===== src/hdl/pss_pkg.sv =====
package pss_pkg;

    // ----------------
    // Register map
    // ----------------
    localparam logic [7:0] REG_CTRL_ADDR   = 8'h00;
    localparam logic [7:0] REG_MUTE_ADDR   = 8'h04;
    localparam logic [7:0] REG_STATUS_ADDR = 8'h08;

    // Control register fields.
    localparam int CTRL_POLICY_LSB  = 0;
    localparam int CTRL_START_EN    = 3;
    localparam int CTRL_GUARD_EN    = 4;
    localparam int CTRL_RUNMODE_LSB = 6;
    localparam int CTRL_MUTEMODE_LSB = 8;
    localparam int CTRL_LONG_CLEAR  = 10;
    localparam int CTRL_ZONE_DESEL  = 11;

    // Status register fields.
    localparam int STAT_ENABLE   = 0;
    localparam int STAT_PENDING  = 1;
    localparam int STAT_ARMED    = 2;
    localparam int STAT_MUTING   = 3;
    localparam int STAT_MUTE_END = 4;

    // ----------------
    // Configuration encodings and reset values
    // ----------------
    localparam logic [2:0] POLICY_NONE    = 3'h1;
    localparam logic [2:0] POLICY_ALWAYS  = 3'h2;
    localparam logic [2:0] POLICY_RUN     = 3'h3;
    localparam logic [2:0] POLICY_STROKE  = 3'h4;
    localparam logic [2:0] POLICY_PERMIT  = 3'h5;
    localparam logic [1:0] RUN_INCHING    = 2'h1;
    localparam logic [1:0] RUN_SINGLE     = 2'h2;
    localparam logic [1:0] MUTE_NONE      = 2'h1;
    localparam logic [1:0] MUTE_GUARD     = 2'h2;
    localparam logic [1:0] MUTE_GUARD_RUN = 2'h3;

    localparam logic [31:0] CTRL_RESET = 32'h0000_0142;
    localparam logic [15:0] MUTE_RESET = 16'h0001;

    // ----------------
    // Timing
    // ----------------
    localparam int CLK_PERIOD_NS  = 50;
    localparam int MS_PERIOD_NS   = 1_000_000;
    localparam int MS_CYCLES      = MS_PERIOD_NS / CLK_PERIOD_NS;
    localparam int MS_PER_SEC     = 1000;
    localparam int CLEAR_MIN_SHORT_MS = 100;
    localparam int CLEAR_MIN_LONG_MS  = 350;
    localparam int CLEAR_MAX_S        = 30;
    localparam int CLEAR_MAX_MS       = CLEAR_MAX_S * MS_PER_SEC;
    localparam int MUTE_MAX_S         = 7200;

    typedef enum logic [1:0] {
        MUTE_IDLE,
        MUTE_ON,
        MUTE_OVER
    } pss_mute_t;

endpackage


===== src/hdl/pss_tick_if.sv =====
interface pss_tick_if;
    logic msTick;
    logic secTick;

    modport src (output msTick, output secTick);
    modport snk (input msTick, input secTick);
endinterface


===== src/hdl/pss_tick_gen.sv =====
module pss_tick_gen #(
    parameter int MS_CYCLES = pss_pkg::MS_CYCLES
) (
    // Clock and reset
    input  wire logic  clk,
    input  wire logic  rstN,
    // Tick outputs
    pss_tick_if.src    ticks
);
    import pss_pkg::*;

    localparam int CW = $clog2(MS_CYCLES);
    localparam int SW = $clog2(MS_PER_SEC);

    if (MS_CYCLES < 2) begin : g_bad_ms
        $error("MS_CYCLES must be at least 2");
    end

    logic [CW-1:0] cycCnt_q;
    logic [SW-1:0] msCnt_q;
    logic          msTick_q;
    logic          secTick_q;

    always_ff @(posedge clk or negedge rstN) begin
        if (!rstN) begin
            cycCnt_q <= '0;
            msTick_q <= 1'b0;
        end else if (cycCnt_q == CW'(MS_CYCLES - 1)) begin
            cycCnt_q <= '0;
            msTick_q <= 1'b1;
        end else begin
            cycCnt_q <= cycCnt_q + 1'b1;
            msTick_q <= 1'b0;
        end
    end

    always_ff @(posedge clk or negedge rstN) begin
        if (!rstN) begin
            msCnt_q   <= '0;
            secTick_q <= 1'b0;
        end else begin
            secTick_q <= 1'b0;
            if (msTick_q) begin
                if (msCnt_q == SW'(MS_PER_SEC - 1)) begin
                    msCnt_q   <= '0;
                    secTick_q <= 1'b1;
                end else begin
                    msCnt_q <= msCnt_q + 1'b1;
                end
            end
        end
    end

    assign ticks.msTick  = msTick_q;
    assign ticks.secTick = secTick_q;
endmodule


===== src/hdl/pss_pulse_check.sv =====
module pss_pulse_check (
    // Clock and reset
    input  wire logic  clk,
    input  wire logic  rstN,
    // Time base
    pss_tick_if.snk    ticks,
    // Pulse input and setting
    input  wire logic  level,
    input  wire logic  levelPrev,
    input  wire logic  longMin,
    // Result
    output logic       pulseOk
);
    import pss_pkg::*;

    localparam int HW = 15;
    localparam logic [HW-1:0] MIN_SHORT = HW'(CLEAR_MIN_SHORT_MS);
    localparam logic [HW-1:0] MIN_LONG  = HW'(CLEAR_MIN_LONG_MS);
    localparam logic [HW-1:0] MAX_HIGH  = HW'(CLEAR_MAX_MS);

    logic [HW-1:0] highMs_q;
    logic          pulseOk_q;
    logic [HW-1:0] minMs;

    assign minMs = longMin ? MIN_LONG : MIN_SHORT;

    // The counter saturates, so a stuck-high input can never wrap round
    // into the accepted window.
    always_ff @(posedge clk or negedge rstN) begin
        if (!rstN) begin
            highMs_q <= '0;
        end else if (level && !levelPrev) begin
            highMs_q <= '0;
        end else if (level && ticks.msTick && highMs_q != '1) begin
            highMs_q <= highMs_q + 1'b1;
        end
    end

    always_ff @(posedge clk or negedge rstN) begin
        if (!rstN) begin
            pulseOk_q <= 1'b0;
        end else begin
            pulseOk_q <= !level && levelPrev && highMs_q >= minMs && highMs_q <= MAX_HIGH;
        end
    end

    assign pulseOk = pulseOk_q;
endmodule


===== src/hdl/pss_single_stroke.sv =====
// Operation
// - Restart-needed output shows armed interlock only while all active permits are high.
// - Policy 1 never arms; a new run rising edge resumes after any stop.
// - Policy 2 starts armed and re-arms on every kind of stop.
// - Policy 3 re-arms on run, main or guard permit falling.
// - Policy 4 re-arms on stroke end rising or main or guard falling.
// - Policy 5 re-arms only on main or guard permit falling.
// - With deselect on, guard low at stroke end does not arm.
// - Start and guard permits count only when their enable settings are on.
// - Inching stops on run falling; single start ignores run falling once started.
// - Run rising edge starts; run low stops except in single start.
// - Mute mode 1 ignores the upstroke contact and never mutes.
// - Mute mode 2 lets guard go low in the window without effect.
// - Mute mode 3 also ignores run low while upstroke contact stays high.
// - Mute timer of 1 to 7200 s starts on upstroke contact rising; the code does not limit it and takes any low 13-bit value, 0 included.
// - After timer expiry any muted input low drops the enable.
// - Clear is a low-high-low pulse with high at least 100 or 350 ms.
// - Main permit low forces the enable low at once.
// - Stroke end rising always forces the enable low.
// - Clear pulses shorter than minimum or longer than 30 s are ignored.
// - Enable rises on run rising edge only if not armed and permits high.
//
// The placing of the registers and register access over AXI4-Lite were chosen for this implementation.
module pss_single_stroke #(
    parameter int AXI_ADDR_W = 8,
    parameter int MS_CYCLES  = pss_pkg::MS_CYCLES
) (
    // Clock and reset
    input  wire logic                  sys_clk,
    input  wire logic                  reset_n,
    // AXI4-Lite write address
    input  wire logic [AXI_ADDR_W-1:0] s_axi_awaddr,
    input  wire logic                  s_axi_awvalid,
    output logic                       s_axi_awready,
    // AXI4-Lite write data
    input  wire logic [31:0]           s_axi_wdata,
    input  wire logic [3:0]            s_axi_wstrb,
    input  wire logic                  s_axi_wvalid,
    output logic                       s_axi_wready,
    // AXI4-Lite write response
    output logic [1:0]                 s_axi_bresp,
    output logic                       s_axi_bvalid,
    input  wire logic                  s_axi_bready,
    // AXI4-Lite read address
    input  wire logic [AXI_ADDR_W-1:0] s_axi_araddr,
    input  wire logic                  s_axi_arvalid,
    output logic                       s_axi_arready,
    // AXI4-Lite read data
    output logic [31:0]                s_axi_rdata,
    output logic [1:0]                 s_axi_rresp,
    output logic                       s_axi_rvalid,
    input  wire logic                  s_axi_rready,
    // Press inputs
    input  wire logic                  run_request,
    input  wire logic                  main_permit,
    input  wire logic                  start_permit,
    input  wire logic                  guard_permit,
    input  wire logic                  stroke_end_position,
    input  wire logic                  upstroke_contact,
    input  wire logic                  interlock_clear_input,
    // Press outputs
    output logic                       press_enable,
    output logic                       reset_pending
);
    import pss_pkg::*;

    if (AXI_ADDR_W < 4) begin : g_bad_addr
        $error("AXI_ADDR_W must be at least 4");
    end

    // ----------------
    // Reset release
    // ----------------
    logic [1:0] rstSync_q;
    logic       rstN;

    always_ff @(posedge sys_clk or negedge reset_n) begin
        if (!reset_n) begin
            rstSync_q <= 2'b00;
        end else begin
            rstSync_q <= {rstSync_q[0], 1'b1};
        end
    end
    assign rstN = rstSync_q[1];

    // ----------------
    // Register bus
    // ----------------
    logic [31:0] ctrl_q;
    logic [15:0] muteSec_q;
    logic [31:0] status;
    logic [7:0]  awAddr_q;
    logic        awHeld_q;
    logic [31:0] wData_q;
    logic [3:0]  wStrb_q;
    logic        wHeld_q;
    logic        bValid_q;
    logic [1:0]  bResp_q;
    logic        rValid_q;
    logic [31:0] rData_q;
    logic [1:0]  rResp_q;
    logic        doWrite;

    assign s_axi_awready = !awHeld_q && !bValid_q;
    assign s_axi_wready  = !wHeld_q && !bValid_q;
    assign s_axi_arready = !rValid_q;
    assign s_axi_bvalid  = bValid_q;
    assign s_axi_bresp   = bResp_q;
    assign s_axi_rvalid  = rValid_q;
    assign s_axi_rdata   = rData_q;
    assign s_axi_rresp   = rResp_q;
    assign doWrite       = awHeld_q && wHeld_q && !bValid_q;

    always_ff @(posedge sys_clk or negedge rstN) begin
        if (!rstN) begin
            awHeld_q <= 1'b0;
            awAddr_q <= '0;
        end else if (s_axi_awvalid && s_axi_awready) begin
            awHeld_q <= 1'b1;
            awAddr_q <= {(|s_axi_awaddr[AXI_ADDR_W-1:4]) ? 4'hF : 4'h0,
                         s_axi_awaddr[3:2], 2'b00};
        end else if (doWrite) begin
            awHeld_q <= 1'b0;
        end
    end

    always_ff @(posedge sys_clk or negedge rstN) begin
        if (!rstN) begin
            wHeld_q <= 1'b0;
            wData_q <= '0;
            wStrb_q <= '0;
        end else if (s_axi_wvalid && s_axi_wready) begin
            wHeld_q <= 1'b1;
            wData_q <= s_axi_wdata;
            wStrb_q <= s_axi_wstrb;
        end else if (doWrite) begin
            wHeld_q <= 1'b0;
        end
    end

    // Configuration is taken byte by byte; unmapped writes answer SLVERR.
    always_ff @(posedge sys_clk or negedge rstN) begin
        if (!rstN) begin
            ctrl_q    <= CTRL_RESET;
            muteSec_q <= MUTE_RESET;
            bValid_q  <= 1'b0;
            bResp_q   <= 2'b00;
        end else if (doWrite) begin
            bValid_q <= 1'b1;
            bResp_q  <= 2'b00;
            if (awAddr_q == REG_CTRL_ADDR) begin
                for (int i = 0; i < 4; i++) begin
                    if (wStrb_q[i]) begin
                        ctrl_q[i*8 +: 8] <= wData_q[i*8 +: 8];
                    end
                end
            end else if (awAddr_q == REG_MUTE_ADDR) begin
                for (int i = 0; i < 2; i++) begin
                    if (wStrb_q[i]) begin
                        muteSec_q[i*8 +: 8] <= wData_q[i*8 +: 8];
                    end
                end
            end else if (awAddr_q != REG_STATUS_ADDR) begin
                bResp_q <= 2'b10;
            end
        end else if (bValid_q && s_axi_bready) begin
            bValid_q <= 1'b0;
        end
    end

    always_ff @(posedge sys_clk or negedge rstN) begin
        if (!rstN) begin
            rValid_q <= 1'b0;
            rData_q  <= '0;
            rResp_q  <= 2'b00;
        end else if (s_axi_arvalid && s_axi_arready) begin
            rValid_q <= 1'b1;
            rResp_q  <= 2'b00;
            rData_q  <= '0;
            if (|s_axi_araddr[AXI_ADDR_W-1:4]) begin
                rResp_q <= 2'b10;
            end else if ({4'h0, s_axi_araddr[3:2], 2'b00} == REG_CTRL_ADDR) begin
                rData_q <= {20'h0_0000, ctrl_q[11:8], ctrl_q[7:6], 1'b0, ctrl_q[4:0]};
            end else if ({4'h0, s_axi_araddr[3:2], 2'b00} == REG_MUTE_ADDR) begin
                rData_q <= {16'h0000, muteSec_q};
            end else if ({4'h0, s_axi_araddr[3:2], 2'b00} == REG_STATUS_ADDR) begin
                rData_q <= status;
            end else begin
                rResp_q <= 2'b10;
            end
        end else if (rValid_q && s_axi_rready) begin
            rValid_q <= 1'b0;
        end
    end

    // ----------------
    // Configuration decode
    // ----------------
    // Illegal codes fall back to the safest setting of each field.
    logic [2:0] policy;
    logic [1:0] muteMode;
    logic       runSingle;
    logic       startEn;
    logic       guardEn;
    logic       zoneDesel;
    logic       longClear;

    always_comb begin
        policy = ctrl_q[CTRL_POLICY_LSB +: 3];
        if (policy < POLICY_NONE || policy > POLICY_PERMIT) begin
            policy = POLICY_ALWAYS;
        end
        muteMode = ctrl_q[CTRL_MUTEMODE_LSB +: 2];
        if (muteMode != MUTE_GUARD && muteMode != MUTE_GUARD_RUN) begin
            muteMode = MUTE_NONE;
        end
    end
    assign runSingle = ctrl_q[CTRL_RUNMODE_LSB +: 2] == RUN_SINGLE;
    assign startEn   = ctrl_q[CTRL_START_EN];
    assign guardEn   = ctrl_q[CTRL_GUARD_EN];
    assign zoneDesel = ctrl_q[CTRL_ZONE_DESEL];
    assign longClear = ctrl_q[CTRL_LONG_CLEAR];

    // ----------------
    // Input sampling and edges
    // ----------------
    logic [6:0] in_q;
    logic [6:0] inPrev_q;

    always_ff @(posedge sys_clk or negedge rstN) begin
        if (!rstN) begin
            in_q     <= '0;
            inPrev_q <= '0;
        end else begin
            in_q     <= {interlock_clear_input, upstroke_contact, stroke_end_position,
                         guard_permit, start_permit, main_permit, run_request};
            inPrev_q <= in_q;
        end
    end

    logic runQ, mainQ, startQ, guardQ, strokeQ, upQ, clearQ;
    assign {clearQ, upQ, strokeQ, guardQ, startQ, mainQ, runQ} = in_q;

    logic runRise, runFall, mainFall, guardFall, strokeRise, upRise, upFall;
    assign runRise    = runQ && !inPrev_q[0];
    assign runFall    = !runQ && inPrev_q[0];
    assign mainFall   = !mainQ && inPrev_q[1];
    assign guardFall  = guardEn && !guardQ && inPrev_q[3];
    assign strokeRise = strokeQ && !inPrev_q[4];
    assign upRise     = upQ && !inPrev_q[5];
    assign upFall     = !upQ && inPrev_q[5];

    logic startOk, guardOk;
    assign startOk = !startEn || startQ;
    assign guardOk = !guardEn || guardQ;

    // ----------------
    // Time base and clear pulse check
    // ----------------
    pss_tick_if ticks ();
    logic clearOk;

    pss_tick_gen #(
        .MS_CYCLES (MS_CYCLES)
    ) u_tick (
        .clk   (sys_clk),
        .rstN  (rstN),
        .ticks (ticks)
    );

    pss_pulse_check u_clear (
        .clk       (sys_clk),
        .rstN      (rstN),
        .ticks     (ticks),
        .level     (clearQ),
        .levelPrev (inPrev_q[6]),
        .longMin   (longClear),
        .pulseOk   (clearOk)
    );

    // ----------------
    // Upstroke muting
    // ----------------
    pss_mute_t   mute_q;
    logic [12:0] muteCnt_q;
    logic        enable_q;

    // Muting only opens while the press is running with main permit high,
    // so an upstroke contact cannot bypass anything at standstill.
    always_ff @(posedge sys_clk or negedge rstN) begin
        if (!rstN) begin
            mute_q    <= MUTE_IDLE;
            muteCnt_q <= '0;
        end else begin
            unique case (mute_q)
                MUTE_IDLE: begin
                    if (muteMode != MUTE_NONE && upRise && enable_q && mainQ) begin
                        mute_q    <= MUTE_ON;
                        muteCnt_q <= '0;
                    end
                end
                MUTE_ON: begin
                    if (upFall || !enable_q) begin
                        mute_q <= MUTE_IDLE;
                    end else if (muteCnt_q >= muteSec_q[12:0]) begin
                        mute_q <= MUTE_OVER;
                    end else if (ticks.secTick) begin
                        muteCnt_q <= muteCnt_q + 1'b1;
                    end
                end
                MUTE_OVER: begin
                    if (!upQ) begin
                        mute_q <= MUTE_IDLE;
                    end
                end
            endcase
        end
    end

    logic muteGuard, muteRun;
    assign muteGuard = mute_q == MUTE_ON;
    assign muteRun   = mute_q == MUTE_ON && muteMode == MUTE_GUARD_RUN;

    // ----------------
    // Stroke control and interlock
    // ----------------
    logic guardDrop, runStop, stopNow, startNow;
    logic armMain, armGuard, armRun, armStroke, armSet;
    logic armed_q, pending_q;

    assign guardDrop = guardEn && !guardQ && !muteGuard;
    assign runStop   = !runSingle && !runQ && !muteRun;
    assign stopNow   = !mainQ || strokeRise || guardDrop || runStop;
    assign startNow  = runRise && !armed_q && mainQ && startOk && guardOk;

    assign armMain   = mainFall || (enable_q && !mainQ);
    assign armGuard  = (guardFall && !muteGuard || enable_q && guardDrop)
                       && !(zoneDesel && strokeQ);
    assign armRun    = enable_q && runStop;
    assign armStroke = enable_q && strokeRise;

    always_comb begin
        unique case (policy)
            POLICY_ALWAYS: armSet = armMain || armGuard || armRun || armStroke;
            POLICY_RUN:    armSet = armMain || armGuard || armRun;
            POLICY_STROKE: armSet = armMain || armGuard || armStroke;
            POLICY_PERMIT: armSet = armMain || armGuard;
            default:       armSet = 1'b0;
        endcase
    end

    always_ff @(posedge sys_clk or negedge rstN) begin
        if (!rstN) begin
            enable_q <= 1'b0;
        end else if (stopNow) begin
            enable_q <= 1'b0;
        end else if (!enable_q && startNow) begin
            enable_q <= 1'b1;
        end
    end

    // A fresh stop outranks a clear that lands in the same cycle.
    always_ff @(posedge sys_clk or negedge rstN) begin
        if (!rstN) begin
            armed_q <= 1'b1;
        end else if (policy == POLICY_NONE) begin
            armed_q <= 1'b0;
        end else if (armSet) begin
            armed_q <= 1'b1;
        end else if (clearOk && !enable_q) begin
            armed_q <= 1'b0;
        end
    end

    always_ff @(posedge sys_clk or negedge rstN) begin
        if (!rstN) begin
            pending_q <= 1'b0;
        end else begin
            pending_q <= armed_q && policy != POLICY_NONE && mainQ && startOk && guardOk;
        end
    end

    // Main permit is gated again here so the enable falls in the same cycle
    // as the sampled permit, not one later.
    assign press_enable  = enable_q && mainQ;
    assign reset_pending = pending_q;

    assign status = {27'h000_0000, mute_q == MUTE_OVER, muteGuard, armed_q,
                     pending_q, press_enable};
endmodule


===== config.mk =====
export PLATFORM = sky130hd
export DESIGN_NAME = pss_single_stroke
export DESIGN_NICKNAME = d
export VERILOG_FILES = /design/src/hdl/pss_pkg.sv /design/src/hdl/pss_tick_if.sv /design/src/hdl/pss_tick_gen.sv /design/src/hdl/pss_pulse_check.sv /design/src/hdl/pss_single_stroke.sv
export SDC_FILE = /design/constraint.sdc
export NUM_CORES = 1
export LEC_CHECK = 0
export BUFFER_PORTS_ARGS = -buffer_cell sky130_fd_sc_hd__buf_2
export CORE_ASPECT_RATIO = 0.5
export CORE_MARGIN = 5
export CORE_UTILIZATION = 57
export CTS_CLUSTER_DIAMETER = 80
export DETAILED_ROUTE_END_ITERATION = 7
export GPL_TIMING_DRIVEN = 0
export PLACE_DENSITY = 0.8
export SLEW_MARGIN = 20
export SYNTH_ARGS = -nofsm -noshare
export SYNTH_HDL_FRONTEND = slang
export SYNTH_SLANG_ARGS = --single-unit

===== constraint.sdc =====
create_clock -name sys_clk -period 5.6 [get_ports sys_clk]
set_clock_uncertainty 0.05 [all_clocks]
set_input_delay 1.12 -clock sys_clk [delete_from_list [all_inputs] [get_ports sys_clk]]
set_output_delay 1.12 -clock sys_clk [all_outputs]
set_load 0.05 [all_outputs]

==> impl_metrics.json, run 1 <==
{
  "fin_nets": 823,
  "drt-initial-drc-count": 377,
  "worst_setup_hold_path_clk_slew_ns": 0.06,
  "synthDominantCellAreaShare": 0.507,
  "final-max-slew-violation-count": 0,
  "worst_ep_arrival_time_ns": 1.46,
  "critPathRequiredTime_ns": 4.43,
  "timing.final.crit_period_ns": 2.63,
  "ioPinCount": 109,
  "synth-async-reset-ratio": 1.00,
  "cp_cell_sequence": "nand2_1 > inv_1 > buf_2",
  "postSynthCellCount": 627,
  "mappedNetlistArea_um2": 6960,
  "fp.coreArea_um2": 11900,
  "first_pass_grt_wire_length_um": 25600,
  "yosys-top-cells-area": "sky130_fd_sc_hd__dfrtp_1 51%, sky130_fd_sc_hd__mux2_2 7.3%, sky130_fd_sc_hd__ha_1 4.7%",
  "diodes": 0,
  "critical_path.slowest_cell": "sky130_fd_sc_hd__dfrtp_1",
  "power_density_nw_per_um2": 421,
  "worst_setup_path_end_kind": "primary output",
  "cts-htree-levels": 4,
  "post_cts_resize_count": 0,
  "setup_viol": 0,
  "cts.path.max_buffers": 2,
  "max-vdd-ir-drop_uv": 196,
  "dr_total_vias": 5101,
  "fp-row-count": 28,
  "grt_remaining_overflow": 0,
  "synth_top_area_cell": "sky130_fd_sc_hd__dfrtp_1",
  "design_power_total_mw": 3.47,
  "dominantRegCellSynth": "sky130_fd_sc_hd__dfrtp_1",
  "timing.critical_path.from_type": "register",
  "drt-vias-per-instance": 5.61,
  "timing.fmax_ghz": 0.381,
  "maxCapViolations": 0,
  "cts.sink_count": 146,
  "post-route-period-util": 0.469,
  "grt_antenna_before_repair": 0,
  "final-hold-violation-count": 0,
  "cts_root_buffer": "sky130_fd_sc_hd__clkbuf_16",
  "initial_utilization": 0.586,
  "worst_hold_path_type": "register to asynchronous set/reset pin",
  "finalWirelength_um": 15100,
  "first_global_vias": 5210,
  "nFillCells": 834,
  "detail_route.drc_violations": 0,
  "final_util": 0.694,
  "yosys_warnings": 0,
  "synthesis.area_per_instance_um2": 11.1,
  "status": "finished, final reports clean",
  "area_of_the_multi_input_gates_um2": 3040,
  "postPlaceCellArea_um2": 7620,
  "register_area_um2": 3660,
  "netlist-cell-type-count": 62,
  "worst_slew_margin_rel": 0.578,
  "floorplan.die_area_um2": 14700,
  "die_width_um": 166,
  "die_y_um": 88.1,
  "postLayoutCellArea_um2": 8240,
  "flow.area_growth_from_synthesis_pct": 18.5,
  "tritoncts.num_buffers": 17,
  "groute.usage.overall": 0.219,
  "first_pass_iters": 7,
  "total_leakage_power_nw": 3.97,
  "cts_tree": "done",
  "grt_setup_unrepaired": "false",
  "post_drt_wl_per_cell_um": 16.6,
  "gp_congestion": 0.851,
  "timing.critical_path.buf_inv": 2,
  "cts_setup_buffers": 0,
  "cts_hold_repair.buffers": 0,
  "critPathMaxStageDelay_ns": 0.47,
  "post-dp-hpwl_um": 10600,
  "clk_latency_ns": 0.42,
  "critical-path-top-delay-family": "flip-flops",
  "synth_edf_count": 0,
  "synth.yosys.seq_area_share": 0.526,
  "worst-slew-pin-transition_ns": 0.633,
  "ant_nets_after_route": 0,
  "critical_path_class": "register to primary output",
  "hold_slack_ns": 0.288,
  "port_buffers": 66,
  "timing.critical_path.fanout_max": 6,
  "ys_seq_elements": 146,
  "post_route_cells_drive_above_1_share": 0.245,
  "pin_count_of_the_biggest_net_entering_global_routing": 54
}
==> Yosys cell counts (all sizes together) (3+ instances only) <==
| library cell | count |
|---|---|
| nor3 | 8 |
| nor2 | 51 |
| nand4 | 17 |
| nor4b | 6 |
| xnor2 | 16 |
| mux2i | 14 |
| a32o | 5 |
| a211oi | 5 |
| nand3 | 28 |
| inv | 33 |
| xor2 | 15 |
| o22ai | 3 |
| or4b | 4 |
| o21ai | 23 |
| mux2 | 47 |
| nor4 | 7 |
| a21o | 4 |
| a211o | 6 |
| and2 | 5 |
| nand3b | 4 |
| a21oi | 19 |
| and3 | 12 |
| ha | 26 |
| dfstp | 5 |
| dfrtp | 141 |
| nand2b | 3 |
| buf | 23 |
| nand2 | 49 |
| o211ai | 5 |
| nor3b | 3 |
| clkbuf | 9 |
| nor2b | 6 |
==> sequential cells by signal, summed over array words and instances, names as in the netlist, 3 cells and up <==
| signal | flops |
|---|---|
| u_tick.msCnt_q | 10 |
| u_clear.highMs_q | 15 |
| muteSec_q | 16 |
| s_axi_rdata | 16 |
| muteCnt_q | 13 |
| ctrl_q | 11 |
| wData_q | 16 |
| awAddr_q | 3 |
| u_tick.cycCnt_q | 15 |
| in_q | 7 |
| inPrev_q | 6 |
==> metrics by stage <==
step,TNS (ns),instances,setup slack [ns]
detailed placement,0,877,2.96
CTS,0,909,2.97
floorplan,0,644,1.19
global route,0,909,2.89
global placement,-35.85,875,-0.264
finish,0,909,2.97
==> metal layers <==
metal,vias to the layer above,track usage,part of all wire
met3,22,0.0514,0.054
li1,2390,-,-
met5,-,0,0
met4,0,0.0579,0.016
met2,149,0.391,0.50
met1,2540,0.275,0.43
==> report_power, final <==
part	leakage (nW)	switching, mW	total (mW)	internal [mW]
clock	0.301	0.444	1.20	0.759
sequential	1.90	0.200	1.47	1.27
combinational	1.77	0.458	0.799	0.341
total	3.97	1.10	3.47	2.37
==> final cells by class <==
cell class	instances	share of cell area
clock inverter	12	0.0219
buffer	32	0.0240
tap	165	0.0250
inverter	33	0.0150
clock buffer	20	0.0542
timing repair buffer	68	0.0467
multi-input combinational	433	0.369
sequential	146	0.444
==> layout by cell type, fill, tap and decap left out, types with 15 or more instances in the layout <==
cell type,synthesis,layout
sky130_fd_sc_hd__nand4_1,17,17
sky130_fd_sc_hd__a21oi_1,18,18
sky130_fd_sc_hd__xor2_1,15,15
sky130_fd_sc_hd__ha_1,26,26
sky130_fd_sc_hd__buf_2,2,68
sky130_fd_sc_hd__conb_1,2,19
sky130_fd_sc_hd__buf_4,18,18
sky130_fd_sc_hd__xnor2_1,16,16
sky130_fd_sc_hd__mux2_2,45,45
sky130_fd_sc_hd__dfrtp_1,141,140
sky130_fd_sc_hd__nand2_1,49,49
sky130_fd_sc_hd__nand3_1,28,28
sky130_fd_sc_hd__clkbuf_16,0,17
sky130_fd_sc_hd__inv_1,31,31
sky130_fd_sc_hd__o21ai_0,20,20
sky130_fd_sc_hd__nor2_1,51,51
==> path summary, 6_finish.rpt <==
check	startpoint	endpoint	slack [ns]	cells past startpoint
max	in_q[1]$_DFF_PN0_	press_enable	2.97	3
max in group asynchronous	rstSync_q[1]$_DFF_PN0_	armed_q$_DFFE_PN1P_	4.50	1
min in group sys_clk	rstSync_q[0]$_DFF_PN0_	rstSync_q[1]$_DFF_PN0_	0.30	0
min	rstSync_q[1]$_DFF_PN0_	u_tick.ticks.msTick$_DFF_PN0_	0.29	0
min reg2reg	rstSync_q[1]$_DFF_PN0_	u_tick.ticks.msTick$_DFF_PN0_	0.29	0
max reg2reg	muteCnt_q[4]$_DFFE_PN0P_	muteCnt_q[4]$_DFFE_PN0P_	3.09	8
==> kinds of logic after synthesis <==
family / share of synthesized area
AOI/OAI and AO/OA: 0.0854
xor gates and xnor gates: 0.0390
adders and majority gates: 0.0468
buffers and inverters: 0.0462
DFF: 0.526
muxes: 0.0962
other: 0.00108
and+or+nand+nor: 0.159
Note: power is estimated with default switching activity, not from simulation.
==> run 2: changes to the inputs <==
==> constraint.sdc (replaced) <==
create_clock -name sys_clk -period 2.61 [get_ports sys_clk]
set_clock_uncertainty 0.05 [all_clocks]
set_input_delay 0.522 -clock sys_clk [delete_from_list [all_inputs] [get_ports sys_clk]]
set_output_delay 0.522 -clock sys_clk [all_outputs]
set_load 0.05 [all_outputs]
==> run 2 against run 1 <==
Net effect: sequential cell count is the same; combinational power increased by 130%; first-iteration DRC count grew 16%; clock-buffer cell count fell by 2; critical path type is now register to register; highest routed layer unchanged.
==> impl_metrics.json, run 2 (synthesized netlist as in run 1, its figures left out) <==
{
  "cts-htree-levels": 4,
  "timing.critical_path.buf_inv": 2,
  "post-route-period-util": 0.966,
  "post_route_cells_drive_above_1_share": 0.252,
  "worst_hold_path_type": "primary input to register",
  "setup_viol": 0,
  "design_power_total_mw": 7.61,
  "port_buffers": 66,
  "postPlaceCellArea_um2": 7620,
  "worst_slew_margin_rel": 0.564,
  "total_leakage_power_nw": 3.99,
  "hold_start": "guard_permit",
  "timing.critical_path.fanout_max": 9,
  "cts.path.max_buffers": 2,
  "commonest_non_fill_non_tap_cell_in_the_layout": "sky130_fd_sc_hd__dfrtp_1",
  "cts.sink_count": 146,
  "max-vdd-ir-drop_uv": 434,
  "dr_total_vias": 5169,
  "cts_root_buffer": "sky130_fd_sc_hd__clkbuf_16",
  "worst_hold_path.num_cells": 1,
  "power_density_nw_per_um2": 918,
  "worst_ep_arrival_time_ns": 2.78,
  "finalWirelength_um": 16000,
  "r2r_cells": 9,
  "crit-reg2reg-capture": "muteCnt_q[4]$_DFFE_PN0P_",
  "cts_tree": "done",
  "critical-path-top-delay-family": "simple AND/OR/NAND/NOR gates",
  "worst-slew-pin-transition_ns": 0.654,
  "post-route-worst-setup-slack_ns": 0.0879,
  "final_util": 0.698,
  "setup-tns-final_ns": 0,
  "place.detailed.instances": 877,
  "layout.cells.non_filler": 911,
  "critical_path.slowest_cell": "sky130_fd_sc_hd__dfrtp_1",
  "detail_route.drc_violations": 0,
  "pin_count_of_the_biggest_net_entering_global_routing": 60,
  "maxCapViolations": 0,
  "postLayoutCellArea_um2": 8290,
  "ant_nets_after_route": 0,
  "tritoncts.num_buffers": 17,
  "timing.fmax_ghz": 0.396,
  "flow.area_growth_from_synthesis_pct": 19.2,
  "most_frequent_cells_in_the_layout": "140 x sky130_fd_sc_hd__dfrtp_1, 67 x sky130_fd_sc_hd__buf_2, 50 x sky130_fd_sc_hd__nor2_1",
  "grt_antenna_before_repair": 0,
  "status": "finished, final reports clean",
  "hold_slack_ns": 0.153,
  "diodes": 0,
  "timing.final.crit_period_ns": 2.52,
  "fp-row-count": 28,
  "die_width_um": 166,
  "setup.reg_to_reg.worst_slack_ns": 0.09,
  "worst_setup_hold_path_clk_slew_ns": 0.06,
  "die_y_um": 88.1,
  "post-dp-hpwl_um": 10800,
  "final-max-slew-violation-count": 0,
  "initial_utilization": 0.586,
  "critPathRequiredTime_ns": 2.86,
  "final-hold-violation-count": 0,
  "timing.critical_path.from_type": "register",
  "nFillCells": 803,
  "cp_cell_sequence": "inv_1 > ha_1 > nand4_1 > nor4_2 > nor4_4 > o2111ai_4 > and2_4 > buf_6 > a211o_1",
  "grt_remaining_overflow": 0,
  "fp.coreArea_um2": 11900,
  "crit-reg2reg-launch": "muteSec_q[11]$_DFFE_PN0P_",
  "timing.hold.worst_endpoint": "in_q[3]$_DFF_PN0_",
  "worst_setup_path_end_kind": "register",
  "post_drt_wl_per_cell_um": 17.6,
  "critPathMaxStageDelay_ns": 0.41,
  "register_area_um2": 3660,
  "gp_congestion": 0.871,
  "drt-vias-per-instance": 5.67,
  "first_global_vias": 5244,
  "first_pass_grt_wire_length_um": 26200,
  "ioPinCount": 109,
  "floorplan.die_area_um2": 14700,
  "groute.usage.overall": 0.227,
  "area_of_the_multi_input_gates_um2": 3070,
  "first_pass_iters": 6,
  "fin_nets": 825,
  "drt-initial-drc-count": 439,
  "dp_worst_slack_ns": 0.0316,
  "clk_latency_ns": 0.42,
  "critical_path_class": "register to register"
}
[run 2: what timing repair did]
| action | CTS | global route |
|---|---|---|
| hold buffers | 1 | 0 |
| setup endpoints to repair | 0 | 12 |
| setup buffers | 0 | 0 |
| hold endpoints to repair | 2 | 0 |
| gates resized for setup | 0 | 5 |
[run 2: how the worst max path moves through the flow]
stage / cells after the start / startpoint / end
after floorplan: 0 / rstSync_q[1]$_DFF_PN0_ / awAddr_q[2]$_DFFE_PN0P_
after global placement: 0 / rstSync_q[1]$_DFF_PN0_ / muteCnt_q[9]$_DFFE_PN0P_
after detailed placement: 8 / muteCnt_q[4]$_DFFE_PN0P_ / muteCnt_q[7]$_DFFE_PN0P_
after CTS: 8 / muteCnt_q[4]$_DFFE_PN0P_ / muteCnt_q[7]$_DFFE_PN0P_
after global routing: 9 / muteSec_q[2]$_DFFE_PN0P_ / muteCnt_q[7]$_DFFE_PN0P_
final: 9 / muteSec_q[11]$_DFFE_PN0P_ / muteCnt_q[4]$_DFFE_PN0P_
[run 2: layout make-up]
cell class / instances / area share
Clock inverter: 14 / 0.0246
Buffer: 32 / 0.0241
Inverter: 33 / 0.0149
Tap cell: 165 / 0.0249
Multi-Input combinational cell: 434 / 0.370
Sequential cell: 146 / 0.442
Clock buffer: 18 / 0.0517
Timing Repair Buffer: 69 / 0.0477
[run 2: per-layer routing]
| metal | up-vias | track usage | share of wire |
|---|---|---|---|
| met2 | 126 | 0.396 | 0.49 |
| met1 | 2608 | 0.285 | 0.44 |
| met5 | - | 0 | 0 |
| li1 | 2407 | - | - |
| met4 | 0 | 0.0891 | 0.018 |
| met3 | 28 | 0.0482 | 0.052 |
[run 2: worst register-to-register path: cells and delay by family (launching register included)]
kind                     cells  cell delay (ns)
adder cells (fa/ha/maj)      1             0.31
AND/OR/NAND/NOR              4             0.92
flip-flops                   1             0.41
AO/OA/AOI/OAI                2             0.52
buffers and inverters        2             0.20
[run 2: report_power, final]
part / leakage [nW] / switching [mW] / internal (mW)
Sequential: 1.90 / 0.411 / 2.72
Combinational: 1.78 / 1.11 / 0.756
Clock: 0.309 / 0.997 / 1.62
==> run 3: changes to the inputs <==
==> constraint.sdc (replaced) <==
create_clock -name sys_clk -period 2.5 [get_ports sys_clk]
set_clock_uncertainty 0.05 [all_clocks]
set_input_delay 0.5 -clock sys_clk [delete_from_list [all_inputs] [get_ports sys_clk]]
set_output_delay 0.5 -clock sys_clk [all_outputs]
set_load 0.05 [all_outputs]
==> run 3 against run 2 <==
Net effect: via count decreased by 0.31%; combinational power is 3% higher; maximum frequency grew 3.3%; clock power up 5%; setup slack got worse by 0.029 ns; critical path depth is 1 lower; cell count stayed put; sequential power rose by 5%; die area stayed put; non-clock buffer count is 1 higher; critical endpoint is now muteCnt_q[6]$_DFFE_PN0P_; final area rose by 0.26%.
==> impl_metrics.json, run 3 (synthesized netlist as in run 1, its figures left out) <==
{
  "status": "finished, final reports clean",
  "flow.area_growth_from_synthesis_pct": 19.5,
  "cts.sink_count": 146,
  "setup-tns-final_ns": 0,
  "pin_count_of_the_biggest_net_entering_global_routing": 60,
  "worst_slew_margin_rel": 0.567,
  "power_density_nw_per_um2": 954,
  "finalWirelength_um": 15900,
  "drt-initial-drc-count": 439,
  "pwr-share-comb": 0.242,
  "port_buffers": 66,
  "timing.final.crit_period_ns": 2.44,
  "worst-slew-pin-transition_ns": 0.649,
  "worst_setup_path_end_kind": "register",
  "initial_utilization": 0.586,
  "die_width_um": 166,
  "worst_ep_arrival_time_ns": 2.70,
  "clk_latency_ns": 0.42,
  "groute.usage.overall": 0.228,
  "internal_power_mw": 5.33,
  "first_global_vias": 5247,
  "place.detailed.instances": 877,
  "clock_power_share": 0.344,
  "setup.worst_path.start": "muteCnt_q[3]$_DFFE_PN0P_",
  "critical_path_class": "register to register",
  "drt-vias-per-instance": 5.66,
  "post-route-period-util": 0.976,
  "layout.cells.non_filler": 911,
  "cts_root_buffer": "sky130_fd_sc_hd__clkbuf_16",
  "diodes": 0,
  "cts.path.max_buffers": 2,
  "first_pass_iters": 5,
  "post-dp-hpwl_um": 10800,
  "net_switching_mw": 2.60,
  "worst_setup_hold_path_clk_slew_ns": 0.07,
  "timing.fmax_ghz": 0.410,
  "ioPinCount": 109,
  "hold_slack_ns": 0.131,
  "dr_total_vias": 5153,
  "fp-row-count": 28,
  "crit-reg2reg-launch": "muteCnt_q[3]$_DFFE_PN0P_",
  "tritoncts.num_buffers": 17,
  "cts_tree": "done",
  "maxCapViolations": 0,
  "critPathRequiredTime_ns": 2.76,
  "cts-htree-levels": 4,
  "seqPwrFrac": 0.413,
  "setup_viol": 0,
  "total_leakage_power_nw": 3.99,
  "max-vdd-ir-drop_uv": 453,
  "detail_route.drc_violations": 0,
  "power.switching_fraction": 0.328,
  "grt_remaining_overflow": 0,
  "post_drt_wl_per_cell_um": 17.5,
  "setup.reg_to_reg.worst_slack_ns": 0.06,
  "ant_nets_after_route": 0,
  "final_util": 0.700,
  "fin_nets": 825,
  "commonest_non_fill_non_tap_cell_in_the_layout": "sky130_fd_sc_hd__dfrtp_1",
  "floorplan.die_area_um2": 14700,
  "first_pass_grt_wire_length_um": 26400,
  "most_frequent_cells_in_the_layout": "139 x sky130_fd_sc_hd__dfrtp_1, 67 x sky130_fd_sc_hd__buf_2, 50 x sky130_fd_sc_hd__nor2_1",
  "gp_congestion": 0.871,
  "design_power_total_mw": 7.93,
  "final-max-slew-violation-count": 0,
  "worst_hold_path_type": "primary input to register",
  "hold_start": "guard_permit",
  "timing.critical_path.fanout_max": 9,
  "die_y_um": 88.1,
  "fp.coreArea_um2": 11900,
  "final-hold-violation-count": 0,
  "timing.critical_path.from_type": "register",
  "post_route_cells_drive_above_1_share": 0.257,
  "grt_antenna_before_repair": 0
}
==> run 3: changes by cell type in the layout (fill, tap and decap cells not counted), sizes merged <==
cell,previous run,this run
buf,91,92
o2111ai,3,2
==> run 3: metrics by stage <==
| step | worst slack [ns] | cell area [um^2] |
|---|---|---|
| 2_1_floorplan | 0.0321 | 7030 |
| 3_3_place_gp | -0.761 | 7560 |
| 3_5_place_dp | -0.0784 | 7620 |
| 4_1_cts | 0.00464 | 8280 |
| 5_1_grt | -0.00870 | 8320 |
| 6_report | 0.0591 | 8320 |
==> run 3: what timing repair did <==
| item | 4_1_cts | 5_1_grt |
|---|---|---|
| setup buffers | 1 | 0 |
| pin swaps | 1 | 6 |
| hold endpoints to repair | 2 | 0 |
| gates resized for setup | 3 | 6 |
| hold buffers | 1 | 0 |
| endpoints found under the setup margin | 10 | 12 |
==> run 3: final cells by class <==
type	instances	area [um^2]
sequential	146	3660
fill	800	3560
multi-input combinational	433	3080
clock buffer	18	429
timing repair buffer	70	403
tap	165	206
clock inverter	14	204
buffer	32	204
inverter	33	124
==> run 3: power groups by stage <==
stage / Clock [mW] / Sequential [mW] / Combinational [mW]
floorplan: 0 / 3.27 / 1.29
global placement: 0 / 3.29 / 1.67
detailed placement: 0 / 3.29 / 1.81
CTS: 2.75 / 3.26 / 1.89
global route: 2.88 / 3.33 / 2.10
finish: 2.73 / 3.28 / 1.92
==> run 3: final timing paths <==
| check | endpoint | cells after the start |
|---|---|---|
| worst max-delay path | muteCnt_q[6]$_DFFE_PN0P_ | 8 |
| worst min-delay path | in_q[3]$_DFF_PN0_ | 1 |
| worst max register to register | muteCnt_q[6]$_DFFE_PN0P_ | 8 |
| worst min register to register | u_tick.cycCnt_q[5]$_DFF_PN0_ | 0 |
| max in group asynchronous | ctrl_q[8]$_DFFE_PN1P_ | 1 |
| min in group asynchronous | u_tick.cycCnt_q[5]$_DFF_PN0_ | 0 |
==> run 3: worst max-delay path, stage by stage, from the launching register on <==
cell and delay [ns]:
sky130_fd_sc_hd__dfrtp_1 0.46, sky130_fd_sc_hd__ha_1 0.35, sky130_fd_sc_hd__a21oi_1 0.19, sky130_fd_sc_hd__a211oi_2 0.10, sky130_fd_sc_hd__a211oi_2 0.32, sky130_fd_sc_hd__o2111ai_4 0.23
sky130_fd_sc_hd__and2_4 0.21, sky130_fd_sc_hd__buf_6 0.13, sky130_fd_sc_hd__a211o_1 0.28
==> run 3: routing by layer <==
| metal | track usage | wire length [um] |
|---|---|---|
| met4 | 0.0817 | 285 |
| met3 | 0.0528 | 796 |
| met5 | 0 | 0 |
| met2 | 0.395 | 7890 |
| met1 | 0.288 | 6950 |
